## config.mk

```make
export PLATFORM = sky130hd
export DESIGN_NAME = cmpctl_top
export DESIGN_NICKNAME = d
export VERILOG_FILES = /design/src/include/cmpctl_pkg.sv /design/src/hdl/cmpctl_sync.sv /design/src/hdl/cmpctl_top.sv
export SDC_FILE = /design/constraint.sdc
export NUM_CORES = 1
export LEC_CHECK = 0
export ABC_CLOCK_PERIOD_IN_PS = 3700
export BUFFER_PORTS_ARGS = -buffer_cell sky130_fd_sc_hd__clkbuf_2
export CAP_MARGIN = 20
export CORE_MARGIN = 3
export CORE_UTILIZATION = 30
export CTS_CLUSTER_SIZE = 14
export DETAILED_ROUTE_END_ITERATION = 16
export PLACE_DENSITY = 0.71
export SETUP_SLACK_MARGIN = 0.05
export SYNTH_ARGS = -nofsm -noshare
export SYNTH_HDL_FRONTEND = slang
export SYNTH_SLANG_ARGS = --single-unit
```

## constraint.sdc

```tcl
create_clock -name mclk -period 3.7 [get_ports mclk]
set_input_delay 1.11 -clock mclk [delete_from_list [all_inputs] [get_ports mclk]]
set_output_delay 1.11 -clock mclk [all_outputs]
set_load 0.005 [all_outputs]
```

## src/include/cmpctl_pkg.sv

```systemverilog
package cmpctl_pkg;
   // register indices; byte address is four times the index
   localparam logic [7:0] IDX_CONV_CTRL_B = 8'h03;
   localparam logic [7:0] IDX_CMP_CTRL = 8'h08;
   localparam logic [7:0] IDX_DIN_DIS = 8'h09;
   localparam logic [7:0] IDX_IRQ_STAT = 8'h0A;
   localparam logic [7:0] IDX_IRQ_MASK = 8'h0B;
   localparam int ADDR_W = 8;
   // converter_control_b fields
   localparam int MUX_SEL_EN_BIT = 6;
   // comparator_control_status fields
   localparam int CMP_DIS_BIT = 7;
   localparam int BG_SEL_BIT = 6;
   localparam int RESULT_BIT = 5;
   localparam int FLAG_BIT = 4;
   localparam int IRQ_EN_BIT = 3;
   localparam int MODE_HI_BIT = 1;
   localparam int MODE_LO_BIT = 0;
   // digital_input_disable fields
   localparam int NEG_BUF_DIS_BIT = 5;
   localparam int POS_BUF_DIS_BIT = 4;
   // sticky status / mask fields
   localparam int STAT_FLAG_SET_BIT = 0;
   localparam int STAT_TOGGLE_BIT = 1;
   localparam int STAT_W = 2;
   // event mode encodings
   localparam logic [1:0] MODE_TOGGLE = 2'h0;
   localparam logic [1:0] MODE_RESERVED = 2'h1;
   localparam logic [1:0] MODE_FALL = 2'h2;
   localparam logic [1:0] MODE_RISE = 2'h3;
   // reset values
   localparam logic [7:0] CONV_CTRL_B_RST = 8'h00;
   localparam logic [7:0] CMP_CTRL_RST = 8'h00;
   localparam logic [7:0] DIN_DIS_RST = 8'h00;
   localparam logic [1:0] STAT_RST = 2'h0;
   // bus responses
   localparam logic [1:0] RESP_OKAY = 2'h0;
   localparam logic [1:0] RESP_SLVERR = 2'h2;
   // synchroniser depth in cycles
   localparam int SYNC_STAGES = 2;
endpackage : cmpctl_pkg

```

## src/hdl/cmpctl_sync.sv

```systemverilog
`timescale 1ns/1ps
`default_nettype none
module cmpctl_sync (
   // clock and reset
   input wire logic mclk,
   input wire logic rst,
   // level in and out
   input wire logic din,
   output logic dout
);
   logic [cmpctl_pkg::SYNC_STAGES-1:0] stage_r;

   // first stage feeds only the next stage
   always_ff @(posedge mclk) begin
      if (rst) begin
         stage_r <= '0;
      end else begin
         stage_r <= {stage_r[cmpctl_pkg::SYNC_STAGES-2:0], din};
      end
   end

   assign dout = stage_r[cmpctl_pkg::SYNC_STAGES-1];
endmodule : cmpctl_sync
`default_nettype wire

```

## src/hdl/cmpctl_top.sv

```systemverilog
// The AXI4-Lite slave port was chosen for this implementation.
`timescale 1ns/1ps
`default_nettype none
module cmpctl_top (
   // clock and reset
   input wire logic mclk,
   input wire logic rst,
   // axi4-lite write address
   input wire logic [31:0] s_axi_awaddr,
   input wire logic s_axi_awvalid,
   output logic s_axi_awready,
   // axi4-lite write data
   input wire logic [31:0] s_axi_wdata,
   input wire logic [3:0] s_axi_wstrb,
   input wire logic s_axi_wvalid,
   output logic s_axi_wready,
   // axi4-lite write response
   output logic [1:0] s_axi_bresp,
   output logic s_axi_bvalid,
   input wire logic s_axi_bready,
   // axi4-lite read
   input wire logic [31:0] s_axi_araddr,
   input wire logic s_axi_arvalid,
   output logic s_axi_arready,
   output logic [31:0] s_axi_rdata,
   output logic [1:0] s_axi_rresp,
   output logic s_axi_rvalid,
   input wire logic s_axi_rready,
   // converter and processor status
   input wire logic converter_enable,
   input wire logic [1:0] channel_select,
   input wire logic global_irq_enable,
   input wire logic vector_ack,
   // analog comparator core
   input wire logic comparator_raw,
   output logic pos_sel_bandgap,
   output logic neg_sel_channel,
   output logic [1:0] neg_channel,
   output logic comparator_power_off,
   // input pins
   input wire logic positive_pin_din,
   input wire logic negative_pin_din,
   output logic positive_pin_read,
   output logic negative_pin_read,
   output logic positive_buffer_disable,
   output logic negative_buffer_disable,
   // interrupts
   output logic comparator_irq_req,
   output logic irq
);
   ////////////////////////////////////////////////////////////////////
   logic mux_select_enable_r;
   logic comparator_disable_r;
   logic bandgap_select_r;
   logic comparator_irq_enable_r;
   logic [1:0] event_mode_r;
   logic comparator_event_flag_r;
   logic [1:0] buf_dis_r;
   logic [cmpctl_pkg::STAT_W-1:0] stat_r;
   logic [cmpctl_pkg::STAT_W-1:0] mask_r;
   logic sync_q;
   logic prev_r;
   logic rise;
   logic fall;
   logic hit;
   logic aw_full_r;
   logic w_full_r;
   logic [cmpctl_pkg::ADDR_W-1:0] aw_idx_r;
   logic [7:0] wbyte_r;
   logic wstrb0_r;
   logic aw_take;
   logic w_take;
   logic ar_take;
   logic do_write;
   logic bvalid_nxt;
   logic rvalid_nxt;
   logic aw_full_nxt;
   logic w_full_nxt;
   logic wr_cmp;
   logic wr_flag_clr;

   function automatic logic [cmpctl_pkg::ADDR_W-1:0] word_idx(input logic [31:0] a);
      word_idx = a[cmpctl_pkg::ADDR_W+1:2];
   endfunction : word_idx

   function automatic logic mapped(input logic [cmpctl_pkg::ADDR_W-1:0] i);
      mapped = (i == cmpctl_pkg::IDX_CONV_CTRL_B) || (i == cmpctl_pkg::IDX_CMP_CTRL) ||
               (i == cmpctl_pkg::IDX_DIN_DIS) || (i == cmpctl_pkg::IDX_IRQ_STAT) ||
               (i == cmpctl_pkg::IDX_IRQ_MASK);
   endfunction : mapped

   // event decode from mode and edges
   function automatic logic mode_hit(input logic [1:0] m, input logic r, input logic f);
      unique case (m)
         cmpctl_pkg::MODE_TOGGLE: mode_hit = r | f;
         cmpctl_pkg::MODE_RESERVED: mode_hit = 1'b0;
         cmpctl_pkg::MODE_FALL: mode_hit = f;
         cmpctl_pkg::MODE_RISE: mode_hit = r;
      endcase
   endfunction : mode_hit

   ////////////////////////////////////////////////////////////////////
   // write channel
   assign aw_take = s_axi_awvalid & s_axi_awready;
   assign w_take = s_axi_wvalid & s_axi_wready;
   assign do_write = aw_full_r & w_full_r & ~s_axi_bvalid;
   assign aw_full_nxt = do_write ? 1'b0 : (aw_full_r | aw_take);
   assign w_full_nxt = do_write ? 1'b0 : (w_full_r | w_take);
   assign bvalid_nxt = do_write | (s_axi_bvalid & ~s_axi_bready);
   assign wr_cmp = do_write & wstrb0_r & (aw_idx_r == cmpctl_pkg::IDX_CMP_CTRL);
   assign wr_flag_clr = wr_cmp & wbyte_r[cmpctl_pkg::FLAG_BIT];

   always_ff @(posedge mclk) begin
      if (rst) begin
         aw_full_r <= 1'b0;
         w_full_r <= 1'b0;
         aw_idx_r <= '0;
         wbyte_r <= 8'h00;
         wstrb0_r <= 1'b0;
         s_axi_awready <= 1'b0;
         s_axi_wready <= 1'b0;
         s_axi_bvalid <= 1'b0;
         s_axi_bresp <= cmpctl_pkg::RESP_OKAY;
      end else begin
         aw_full_r <= aw_full_nxt;
         w_full_r <= w_full_nxt;
         if (aw_take) begin
            aw_idx_r <= word_idx(s_axi_awaddr);
         end
         if (w_take) begin
            wbyte_r <= s_axi_wdata[7:0];
            wstrb0_r <= s_axi_wstrb[0];
         end
         s_axi_awready <= ~aw_full_nxt & ~bvalid_nxt;
         s_axi_wready <= ~w_full_nxt & ~bvalid_nxt;
         s_axi_bvalid <= bvalid_nxt;
         if (do_write) begin
            s_axi_bresp <= mapped(aw_idx_r) ? cmpctl_pkg::RESP_OKAY : cmpctl_pkg::RESP_SLVERR;
         end
      end
   end

   ////////////////////////////////////////////////////////////////////
   // read channel
   assign ar_take = s_axi_arvalid & s_axi_arready;
   assign rvalid_nxt = ar_take | (s_axi_rvalid & ~s_axi_rready);

   always_ff @(posedge mclk) begin
      if (rst) begin
         s_axi_arready <= 1'b0;
         s_axi_rvalid <= 1'b0;
         s_axi_rdata <= 32'h00000000;
         s_axi_rresp <= cmpctl_pkg::RESP_OKAY;
      end else begin
         s_axi_arready <= ~rvalid_nxt;
         s_axi_rvalid <= rvalid_nxt;
         if (ar_take) begin
            s_axi_rresp <= mapped(word_idx(s_axi_araddr)) ? cmpctl_pkg::RESP_OKAY : cmpctl_pkg::RESP_SLVERR;
            s_axi_rdata <= 32'h00000000;
            unique case (word_idx(s_axi_araddr))
               cmpctl_pkg::IDX_CONV_CTRL_B: s_axi_rdata[cmpctl_pkg::MUX_SEL_EN_BIT] <= mux_select_enable_r;
               cmpctl_pkg::IDX_CMP_CTRL: begin
                  s_axi_rdata[cmpctl_pkg::CMP_DIS_BIT] <= comparator_disable_r;
                  s_axi_rdata[cmpctl_pkg::BG_SEL_BIT] <= bandgap_select_r;
                  s_axi_rdata[cmpctl_pkg::RESULT_BIT] <= sync_q;
                  s_axi_rdata[cmpctl_pkg::FLAG_BIT] <= comparator_event_flag_r;
                  s_axi_rdata[cmpctl_pkg::IRQ_EN_BIT] <= comparator_irq_enable_r;
                  s_axi_rdata[cmpctl_pkg::MODE_HI_BIT:cmpctl_pkg::MODE_LO_BIT] <= event_mode_r;
               end
               cmpctl_pkg::IDX_DIN_DIS: begin
                  s_axi_rdata[cmpctl_pkg::NEG_BUF_DIS_BIT:cmpctl_pkg::POS_BUF_DIS_BIT] <= buf_dis_r;
               end
               cmpctl_pkg::IDX_IRQ_STAT: s_axi_rdata[cmpctl_pkg::STAT_W-1:0] <= stat_r;
               cmpctl_pkg::IDX_IRQ_MASK: s_axi_rdata[cmpctl_pkg::STAT_W-1:0] <= mask_r;
               default: s_axi_rdata <= 32'h00000000;
            endcase
         end
      end
   end

   ////////////////////////////////////////////////////////////////////
   // control registers
   always_ff @(posedge mclk) begin
      if (rst) begin
         mux_select_enable_r <= cmpctl_pkg::CONV_CTRL_B_RST[cmpctl_pkg::MUX_SEL_EN_BIT];
         comparator_disable_r <= cmpctl_pkg::CMP_CTRL_RST[cmpctl_pkg::CMP_DIS_BIT];
         bandgap_select_r <= cmpctl_pkg::CMP_CTRL_RST[cmpctl_pkg::BG_SEL_BIT];
         comparator_irq_enable_r <= cmpctl_pkg::CMP_CTRL_RST[cmpctl_pkg::IRQ_EN_BIT];
         event_mode_r <= cmpctl_pkg::CMP_CTRL_RST[cmpctl_pkg::MODE_HI_BIT:cmpctl_pkg::MODE_LO_BIT];
         buf_dis_r <= cmpctl_pkg::DIN_DIS_RST[cmpctl_pkg::NEG_BUF_DIS_BIT:cmpctl_pkg::POS_BUF_DIS_BIT];
         mask_r <= cmpctl_pkg::STAT_RST;
      end else if (do_write && wstrb0_r) begin
         unique case (aw_idx_r)
            cmpctl_pkg::IDX_CONV_CTRL_B: mux_select_enable_r <= wbyte_r[cmpctl_pkg::MUX_SEL_EN_BIT];
            cmpctl_pkg::IDX_CMP_CTRL: begin
               comparator_disable_r <= wbyte_r[cmpctl_pkg::CMP_DIS_BIT];
               bandgap_select_r <= wbyte_r[cmpctl_pkg::BG_SEL_BIT];
               comparator_irq_enable_r <= wbyte_r[cmpctl_pkg::IRQ_EN_BIT];
               event_mode_r <= wbyte_r[cmpctl_pkg::MODE_HI_BIT:cmpctl_pkg::MODE_LO_BIT];
            end
            cmpctl_pkg::IDX_DIN_DIS: begin
               buf_dis_r <= wbyte_r[cmpctl_pkg::NEG_BUF_DIS_BIT:cmpctl_pkg::POS_BUF_DIS_BIT];
            end
            cmpctl_pkg::IDX_IRQ_MASK: mask_r <= wbyte_r[cmpctl_pkg::STAT_W-1:0];
            default: mask_r <= mask_r;
         endcase
      end
   end

   ////////////////////////////////////////////////////////////////////
   // input selection and power towards the analog core
   always_ff @(posedge mclk) begin
      if (rst) begin
         pos_sel_bandgap <= 1'b0;
         neg_sel_channel <= 1'b0;
         neg_channel <= 2'h0;
         comparator_power_off <= 1'b0;
      end else begin
         pos_sel_bandgap <= bandgap_select_r;
         neg_sel_channel <= mux_select_enable_r & ~converter_enable;
         neg_channel <= channel_select;
         comparator_power_off <= comparator_disable_r;
      end
   end

   ////////////////////////////////////////////////////////////////////
   // pin buffer gating
   always_ff @(posedge mclk) begin
      if (rst) begin
         positive_buffer_disable <= 1'b0;
         negative_buffer_disable <= 1'b0;
         positive_pin_read <= 1'b0;
         negative_pin_read <= 1'b0;
      end else begin
         positive_buffer_disable <= buf_dis_r[0];
         negative_buffer_disable <= buf_dis_r[1];
         positive_pin_read <= positive_pin_din & ~buf_dis_r[0];
         negative_pin_read <= negative_pin_din & ~buf_dis_r[1];
      end
   end

   ////////////////////////////////////////////////////////////////////
   // result synchroniser and edge detect
   cmpctl_sync u_sync (
      .mclk(mclk),
      .rst(rst),
      .din(comparator_raw),
      .dout(sync_q)
   );

   always_ff @(posedge mclk) begin
      if (rst) begin
         prev_r <= 1'b0;
      end else begin
         prev_r <= sync_q;
      end
   end

   assign rise = sync_q & ~prev_r;
   assign fall = ~sync_q & prev_r;
   assign hit = mode_hit(event_mode_r, rise, fall);

   ////////////////////////////////////////////////////////////////////
   // event flag, request and sticky status
   always_ff @(posedge mclk) begin
      if (rst) begin
         comparator_event_flag_r <= 1'b0;
      end else begin
         comparator_event_flag_r <= hit | (comparator_event_flag_r & ~vector_ack & ~wr_flag_clr);
      end
   end

   always_ff @(posedge mclk) begin
      if (rst) begin
         stat_r <= cmpctl_pkg::STAT_RST;
      end else begin
         stat_r[cmpctl_pkg::STAT_FLAG_SET_BIT] <= hit | (stat_r[cmpctl_pkg::STAT_FLAG_SET_BIT] &
            ~(do_write & wstrb0_r & (aw_idx_r == cmpctl_pkg::IDX_IRQ_STAT) & wbyte_r[cmpctl_pkg::STAT_FLAG_SET_BIT]));
         stat_r[cmpctl_pkg::STAT_TOGGLE_BIT] <= (rise | fall) | (stat_r[cmpctl_pkg::STAT_TOGGLE_BIT] &
            ~(do_write & wstrb0_r & (aw_idx_r == cmpctl_pkg::IDX_IRQ_STAT) & wbyte_r[cmpctl_pkg::STAT_TOGGLE_BIT]));
      end
   end

   always_ff @(posedge mclk) begin
      if (rst) begin
         comparator_irq_req <= 1'b0;
         irq <= 1'b0;
      end else begin
         comparator_irq_req <= comparator_event_flag_r & comparator_irq_enable_r & global_irq_enable;
         irq <= |(stat_r & mask_r);
      end
   end

   ////////////////////////////////////////////////////////////////////
   // checks
   a_neg_input_sel: assert property (@(posedge mclk) disable iff (rst)
      ##1 (neg_sel_channel == ($past(mux_select_enable_r) & ~$past(converter_enable))))
      else $error("negative input selection wrong");
   a_neg_channel: assert property (@(posedge mclk) disable iff (rst)
      neg_sel_channel |-> (neg_channel == $past(channel_select)))
      else $error("channel selection wrong");
   a_pos_input_sel: assert property (@(posedge mclk) disable iff (rst)
      ##1 (pos_sel_bandgap == $past(bandgap_select_r)))
      else $error("positive input selection wrong");
   a_power_off: assert property (@(posedge mclk) disable iff (rst)
      wr_cmp |-> ##2 (comparator_power_off == $past(wbyte_r[cmpctl_pkg::CMP_DIS_BIT], 2)))
      else $error("power control not following write");
   a_sync_latency: assert property (@(posedge mclk) disable iff (rst)
      ##2 (sync_q == $past(comparator_raw, 2)))
      else $error("synchronised result latency wrong");
   a_rise_sets: assert property (@(posedge mclk) disable iff (rst)
      (event_mode_r == cmpctl_pkg::MODE_RISE && sync_q && !prev_r) |=> comparator_event_flag_r)
      else $error("rising edge did not set flag");
   a_flag_cause: assert property (@(posedge mclk) disable iff (rst)
      $rose(comparator_event_flag_r) |-> $past(event_mode_r) != cmpctl_pkg::MODE_RESERVED)
      else $error("flag set in reserved mode");
   a_irq_request: assert property (@(posedge mclk) disable iff (rst)
      comparator_irq_req |-> $past(comparator_event_flag_r & comparator_irq_enable_r & global_irq_enable))
      else $error("request without all enables");
   a_vector_clear: assert property (@(posedge mclk) disable iff (rst)
      (vector_ack && !hit) |=> !comparator_event_flag_r)
      else $error("vector did not clear flag");
   a_w1c_clear: assert property (@(posedge mclk) disable iff (rst)
      (wr_cmp && !wbyte_r[cmpctl_pkg::FLAG_BIT] && !vector_ack && comparator_event_flag_r) |=> comparator_event_flag_r)
      else $error("writing zero changed flag");
   a_buffer_gate: assert property (@(posedge mclk) disable iff (rst)
      positive_buffer_disable |-> !positive_pin_read)
      else $error("disabled pin read not zero");
endmodule : cmpctl_top
`default_nettype wire

```

=== Word level (Yosys, flattened, before mapping) ===
Cells that the tools add are included.
Widths: inputs -> output; s select.

* Register bits: 62
* Output and inout bits: 52
* Logic and storage cells: 123

* Reduce and logical (&&, ||, !) cells: 15
* Mux-type cells: 10
* Equality and inequality tests: 13
* Bitwise logic cells: 51

{| class="wikitable"
|+ Operator list
! kind !! number
|-
| $eq 8x4->1 const B || 8
|-
| $and 1x1->1 || 26
|-
| $eq 8x2->1 const B || 2
|-
| $not 1->1 || 16
|-
| $logic_or 1x1->1 || 8
|-
| $or 1x1->1 || 8
|-
| $reduce_and 2->1 || 4
|-
| $pmux 2 s3 || 1
|-
| $eq 2x2->1 const B || 2
|-
| $mux 1 || 4
|-
| $mux 2 || 2
|-
| $pmux 1 s4 || 1
|-
| $pmux 2 s2 || 1
|-
| $and 2x2->2 || 1
|-
| $eq 2x1->1 const B || 1
|-
| $logic_not 2->1 || 1
|-
| $pmux 1 s2 || 1
|-
| $reduce_or 2->1 || 1
|-
| $logic_and 1x1->1 || 1
|}

=== Logic depth before layout (Yosys ltp) ===
Gate-level depths: netlist of the first run.

* Word-level depth: 8
* Gate-level depth with buffers: 6
* Mapped depth without buffers: 6

=== Hierarchy ===
A second synthesis of the first run with hierarchy kept.

* Cell total of the unflattened synthesis: 267
* Area, all modules: 2449.8 um2

{| class="wikitable"
|+ By module, submodules not included
! module !! cells an instance !! area each (um2) !! times used !! sequential area each (um2)
|-
| cmpctl_top || 263 || 2397.3 || 1 || 1141.1
|-
| cmpctl_sync || 4 || 52.6 || 1 || 40.0
|}

=== Worst setup path before layout of the first run ===
No wires, ideal clock.

* Path type: input port to flip-flop
* From: in s_axi_araddr[6]
* To: reg s_axi_rdata[6]
* Arrival: 2.246 ns
* Path buffers: 0
* Required time: 3.630 ns
* Setup time: 0.070 ns
* Cell stages on the path: 4
* Slack: 1.383 ns
* Cell sequence: or4_1 -> nor3_2 -> nand3_1 -> a21oi_1

* Cells in the longest elaborated chain, start to end: 2

{| class="wikitable"
|+ RTL lines
! item !! line !! text
|-
| from (decl) || cmpctl_top.sv:22 || <nowiki>input wire logic [31:0] s_axi_araddr,</nowiki>
|-
| $eq 8x4->1 or $eq 8x2->1 (tied branches) || cmpctl_top.sv:160 || <nowiki>unique case (word_idx(s_axi_araddr))</nowiki>
|-
| $pmux 1 s2 * || cmpctl_top.sv:160 ||
|-
| to (signal, indexed assignment) || cmpctl_top.sv:161 || <nowiki>cmpctl_pkg::IDX_CONV_CTRL_B: s_axi_rdata[cmpctl_pkg::MUX_SEL_EN_BIT] <= mux_select_enable_r;</nowiki>
|-
| to (signal, indexed assignment) || cmpctl_top.sv:163 || <nowiki>s_axi_rdata[cmpctl_pkg::CMP_DIS_BIT] <= comparator_disable_r;</nowiki>
|-
| to (signal, indexed assignment) || cmpctl_top.sv:164 || <nowiki>s_axi_rdata[cmpctl_pkg::BG_SEL_BIT] <= bandgap_select_r;</nowiki>
|-
| to (decl) || cmpctl_top.sv:25 || <nowiki>output logic [31:0] s_axi_rdata,</nowiki>
|}

Mark *: on every way between the ends. The rest lies on a longest branch, timed or not.
A chain may end at the register's enable or synchronous reset.

=== Final worst setup path of the first run ===
Same ends and word-level chain as after synthesis.

==> results of run 1 <==
[stage by stage]
stage / instance area, sq um / hold slack, ns / power, mW / utilization (%) / setup slack (ns)
after floorplan: 2500 / 0.414 / 0.763 / - / 1.38
after global placement: 2700 / 0.426 / 0.781 / 34.7 / 1.17
after detailed placement: 2700 / 0.451 / 0.785 / 34.7 / 1.15
after CTS: 2920 / 0.461 / 1.45 / 37.6 / 1.51
after global routing: 2950 / 0.474 / 1.50 / 38.0 / 1.38
final: 2950 / 0.458 / 1.44 / 38.0 / 1.47
[power by group]
group	internal [mW]	total [mW]	switching, mW	leakage, nW
Combinational	0.0443	0.100	0.0562	0.694
Sequential	0.657	0.673	0.0169	0.481
Clock	0.415	0.666	0.251	0.113
[cell type report]
type | count | area (sq um)
clock buffer | 12 | 155
multi-input combinational | 195 | 1060
clock inverter | 4 | 72.6
fill | 831 | 4820
sequential | 59 | 1180
inverter | 3 | 11.3
tap | 102 | 128
timing repair buffer | 64 | 343
[how the worst max path moves through the flow]
stage | startpoint | to | slack, ns | cells past startpoint
6_report | s_axi_araddr[6] | s_axi_rdata[6]$_SDFFE_PP0P_ | 1.47 | 5
3_5_place_dp | s_axi_araddr[6] | s_axi_rdata[6]$_SDFFE_PP0P_ | 1.15 | 5
3_3_place_gp | s_axi_araddr[6] | s_axi_rdata[6]$_SDFFE_PP0P_ | 1.17 | 5
2_1_floorplan | s_axi_araddr[6] | s_axi_rdata[6]$_SDFFE_PP0P_ | 1.38 | 4
4_1_cts | s_axi_araddr[6] | s_axi_rdata[6]$_SDFFE_PP0P_ | 1.51 | 5
5_1_grt | s_axi_araddr[6] | s_axi_rdata[6]$_SDFFE_PP0P_ | 1.38 | 5
[per-layer routing]
metal | global-route usage (%) | share of wire [%] | vias to the layer above
li1 | - | - | 989
met1 | 15.0 | 44 | 892
met2 | 18.0 | 48 | 63
met3 | 3.31 | 6.4 | 7
met4 | 6.40 | 1.3 | 0
met5 | 0 | 0 | -
[kinds of logic (layout without fill, tap and decap cells)]
kind of cell | after synthesis | in the layout | share of synthesized area [%]
other cells | 1 | 27 | 0.156
simple gates | 112 | 112 | 23.0
buf+inv | 42 | 83 | 10.9
fa+ha+maj | 2 | 2 | 1.04
compound gates | 40 | 40 | 9.93
flops | 59 | 59 | 49.1
mux | 14 | 14 | 5.93
[flip-flops by register name, indices dropped and copies added, names as in the netlist, 2 cells and up]
signal,cells
wbyte_r,7
event_mode_r,2
mask_r,2
u_sync.stage_r,2
neg_channel,2
s_axi_rdata,7
buf_dis_r,2
aw_idx_r,8
stat_r,2
[cells in the final DEF (no fill, tap or decap), drive strengths merged, types with 3 or more instances in the layout]
cell     n
a21oi   25
a22oi    5
clkbuf  75
conb    27
dfxtp   59
inv      3
mux2i   12
nand2   40
nand3    5
nor2    29
nor2b   10
nor3     4
nor3b    3
nor4     6
or4      4
==> results by group, run 1 <==
Die
  • Row Count: 32
  • Die area: 0.00913 sq mm
  • Die height: between 90 and 100 um
  • Starting Density: 31.0%
  • CORE AREA: 0.00777 sq mm
  • I/O pin cnt: around 170
  • Die W: roughly 96 um

Placed design
  • Gpl congestion: 0.783
  • PortBufs: 63
  • DPL Wire Length: 3.86 mm
  • # placed instances: 422

Global route
  • First-pass GRT wire length: 8.28 mm
  • GRT Util Overall: 11.8%
  • Initial antenna violation count: 0
  • Vias in the first global route: 1745
  • Gr ovfl total: 0
  • Pin count of the biggest net entering global routing: 60

Timing
  • # setup viols final: 0
  • RSZ-0062 raised after global routing: no
  • Slew @ Worst Pin: 0.621 ns
  • Headroom to the max-slew limit: 58.2%
  • Fmax: 449 MHz
  • Max-slew violations: 0
  • Worst Skew: 0.0130 ns
  • Final hold vios: 0
  • Post-route minimum period: 2.23 ns
  • Fin crit share: between 60% and 70%
  • Sum Neg Setup Slack: 0 ns

Route
  • Vias per cell: roughly 4.4
  • Router iterations before antenna repair: 4
  • DRC viols: 0
  • Vias: 1951
  • WL per Instance: around 12 um
  • Final ANT Viol Nets: 0
  • DR iter-0 viols: 68
  • Final WL: 5.30 mm

Power
  • Lkg Pwr: around 1.3 nW
  • Max VDD drop: 198 uV
  • PD cells: 488 mW/mm^2

Clock network
  • Clock buffer count from CTS: 9
  • Clock tree buffer depth: 2
  • Postcts setup bufs: 0
  • Post-CTS Resized: 0
  • CTS tree: built
  • H-tree Lvls: 3
  • # hold bufs at CTS: 0
  • Clock sinks: 59
  • Later-pin clock latency in the skew report: 0.34 ns
  • CTS clk-pin slew, worst paths: 0.08 ns
  • CTS Root Cell: clkbuf_8

Worst setup path
  • CP max-delay cell: or4_1
  • CP Capture Type: flop
  • CP Max Fanout: 7
  • Req. time, crit path: approximately 4 ns
  • Reg2Reg Setup Slack: 1.74 ns
  • Startpoint types: input pin
  • Arr. time, crit path: 2.49 ns
  • CP Cell Sequence: clkbuf_2 > or4_1 > nor3_2 > nand3_1 > a21oi_1
  • R2r startpoint: aw_idx_r[4]$_SDFFE_PP0P_
  • WP buf/inv: 1
  • CP delay by family, top: simple AND/OR/NAND/NOR gates
  • Crit Path Class: in -> reg
  • Crit path largest cell delay: approximately 0.6 ns
  • Critical R2R Capture: bandgap_select_r$_SDFFE_PP0P_
  • FF-to-FF path depth: 4

Yosys
  • Largest cells by area after synthesis: dfxtp_1 49%, buf_4 8.4%, nand2_1 6.2%
  • Number of enable flip-flop cells after synthesis: 0
  • Ys async rst share: 0%
  • Most instantiated library cell after synthesis: dfxtp_1
  • Share of the synthesized area in the top cell type: 49.1%
  • Count of cell types in the netlist: 36
  • Yosys warns: 0
  • Top cells by count, synth: 59 x dfxtp_1, 40 x nand2_1, 29 x nor2_1
  • Area leader, netlist: dfxtp_1
  • Top FF cell, synth: dfxtp_1
  • Yosys reg bits: 59
  • Post-Synthesis Cells: 270
  • Syn avg cell area: about 8.9 sq um
  • Synth Cell Area: 0.00241 sq mm
  • Post-synthesis sequential area ratio: roughly half

Cells and area
  • Ant diodes: 0
  • Share of cells above drive strength 1: 25.2%
  • Fin cells: 439
  • Nets: 449
  • Layout Area Growth over Synthesis: 22.7%

Worst hold path
  • Start point of the worst hold path: u_sync.stage_r[0]$_SDFF_PP0_
  • Min-Delay Path Class: reg -> reg
  • WHS Endpoint: u_sync.stage_r[1]$_SDFF_PP0_
  • Hold Path Stages: 1

Run status
  • Status: finished, final reports clean

Flow run
  • Max-Cap Viols: 0
(Power assumes the default switching activity.)
==> inputs of run 2 (changes only) <==
- ABC_CLOCK_PERIOD_IN_PS: 3700 -> 2040
- PLACE_DENSITY: 0.71 -> 0.74
- clock period: 3.7 -> 2.04 ns (I/O delays scaled with it)
==> results by group, run 2 (synthesis gave the netlist of run 1 again) <==
Worst hold path
  • Min-Delay Path Class: in -> reg
  • Start point of the worst hold path: converter_enable
  • WHS Endpoint: neg_sel_channel$_SDFF_PP0_
  • Hold Path Stages: 2

Power
  • Total power: ~2.3 mW
  • Max VDD drop: ~280 uV
  • Lkg Pwr: 1.29 nW
  • PD cells: 796 mW/mm^2

Route
  • DR iter-0 viols: 63
  • Vias per cell: 4.40
  • Router iterations before antenna repair: 4
  • Final ANT Viol Nets: 0
  • Final WL: 4.92 mm
  • Vias: 1948
  • DRC viols: 0
  • WL per Instance: 11.1 um

Placed design
  • PortBufs: between 60 and 70
  • DPL Wire Length: ~3.8 mm
  • Place WS: slightly above 0.09 ns
  • Placed Area: ~0.0027 sq mm
  • # placed instances: 427
  • Gpl congestion: 0.838

Timing
  • Final hold vios: 0
  • Post-route minimum period: approximately 1.8 ns
  • Fin crit share: between 80% and 90%
  • Sum Neg Setup Slack: 0 ns
  • Max-slew violations: 0
  • Final worst slack: about 0.22 ns
  • Fmax: 548 MHz
  • Headroom to the max-slew limit: 62.9%
  • # setup viols final: 0
  • RSZ-0062 raised after global routing: no
  • Worst Skew: around 0.0045 ns
  • Slew @ Worst Pin: between 0.5 and 0.6 ns
  • Hold Slack: 0.438 ns

Cells and area
  • Largest register FFs: 8
  • Commonest non-fill, non-tap cell in the layout: clkbuf_2
  • Fin cells: ~440
  • Biggest regs: aw_idx_r (8), s_axi_rdata (7), wbyte_r (7)
  • Ant diodes: 0
  • Utilization after layout: 37.7%
  • Share of cells above drive strength 1: around a quarter
  • Commonest cells after routing, fill and taps aside: 63 x clkbuf_2, 59 x dfxtp_1, 40 x nand2_1
  • Nets: 453
  • Design area: between 0.002 and 0.003 sq mm
  • Reg with most FFs: aw_idx_r
  • Layout Area Growth over Synthesis: 21.7%

Worst setup path
  • CP Capture Type: flop
  • Most frequent CP cell: or4_4
  • CP max-delay cell: or4_4
  • FF-to-FF path depth: 4
  • Req. time, crit path: ~2.2 ns
  • Critical R2R Capture: bandgap_select_r$_SDFFE_PP0P_
  • Crit path largest cell delay: 0.59 ns
  • Arr. time, crit path: 2.02 ns
  • Startpoint types: flop
  • R2r startpoint: aw_idx_r[4]$_SDFFE_PP0P_
  • CP Max Fanout: 5
  • CP Cell Sequence: or4_4 > or4_4 > mux2i_1 > nor2_1
  • Crit Path Class: reg -> reg
  • Reg2Reg Setup Slack: ~0.22 ns

Clock network
  • CTS tree: built
  • # hold bufs at CTS: 0
  • Clock tree buffer depth: 2
  • Clock sinks: 59
  • Later-pin clock latency in the skew report: around 0.33 ns
  • Postcts setup bufs: 0
  • Post-CTS Resized: 0
  • H-tree Lvls: 3
  • CTS clk-pin slew, worst paths: 0.06 ns
  • CTS Root Cell: clkbuf_8
  • Clock buffer count from CTS: 9

Die
  • Die area: 0.00913 sq mm
  • Die W: ~96 um
  • I/O pin cnt: between 150 and 200
  • Die height: roughly 96 um
  • Starting Density: 31.0%
  • CORE AREA: 0.00777 sq mm
  • Row Count: 32

Flow run
  • Max-Cap Viols: 0

Global route
  • Vias in the first global route: about 1800
  • First-pass GRT wire length: slightly below 8 mm
  • GRT Util Overall: 11.3%
  • Gr ovfl total: 0
  • Pin count of the biggest net entering global routing: 28
  • Initial antenna violation count: 0

Run status
  • Status: finished, final reports clean
[run 2: cell types whose count changed in the layout (fill, tap and decap cells not counted), sizes merged]
cell	previous run	this run
clkinv	1	4
bufinv	2	0
clkbuf	75	74
buf	1	5
[run 2: how the worst max path moves through the flow]
stage                             start                                end  slack [ns]  depth (start not counted)
6_report       aw_idx_r[4]$_SDFFE_PP0P_      bandgap_select_r$_SDFFE_PP0P_        0.22                          4
5_1_grt        aw_idx_r[4]$_SDFFE_PP0P_  comparator_disable_r$_SDFFE_PP0P_        0.14                          4
4_1_cts        aw_idx_r[4]$_SDFFE_PP0P_      bandgap_select_r$_SDFFE_PP0P_        0.09                          4
3_5_place_dp            s_axi_araddr[6]        s_axi_rdata[6]$_SDFFE_PP0P_        0.09                          6
3_3_place_gp   aw_idx_r[4]$_SDFFE_PP0P_      bandgap_select_r$_SDFFE_PP0P_        0.12                          4
2_1_floorplan           s_axi_araddr[6]        s_axi_rdata[6]$_SDFFE_PP0P_        0.22                          4
[run 2: layer usage]
layer / GRT usage, % / vias up / part of all wire (%) / wire [um]
li1: - / 998 / - / -
met1: 12.7 / 878 / 43 / 2140
met2: 17.5 / 63 / 47 / 2290
met3: 6.08 / 9 / 7.8 / 384
met4: 5.21 / 0 / 2.2 / 109
met5: 0 / - / 0 / 0
[run 2: worst max-delay path: cells and delay by family, from the launching register on]
family / cells / cell delay, ns
AND/OR/NAND/NOR: 3 / 1.21
multiplexers: 1 / 0.17
flip-flops: 1 / 0.31
[run 2: area by class of cell]
cell class | instances | area, sq um
Multi-Input combinational cell | 195 | 1060
Tap cell | 102 | 128
Inverter | 3 | 11.3
Clock buffer | 11 | 151
Fill cell | 814 | 4840
Clock inverter | 5 | 27.5
Timing Repair Buffer | 68 | 365
Sequential cell | 59 | 1180
[run 2: where the power goes]
group,internal [mW],switching [mW]
combinational,0.0813,0.103
sequential,1.19,0.0278
clock,0.497,0.430
total,1.77,0.561
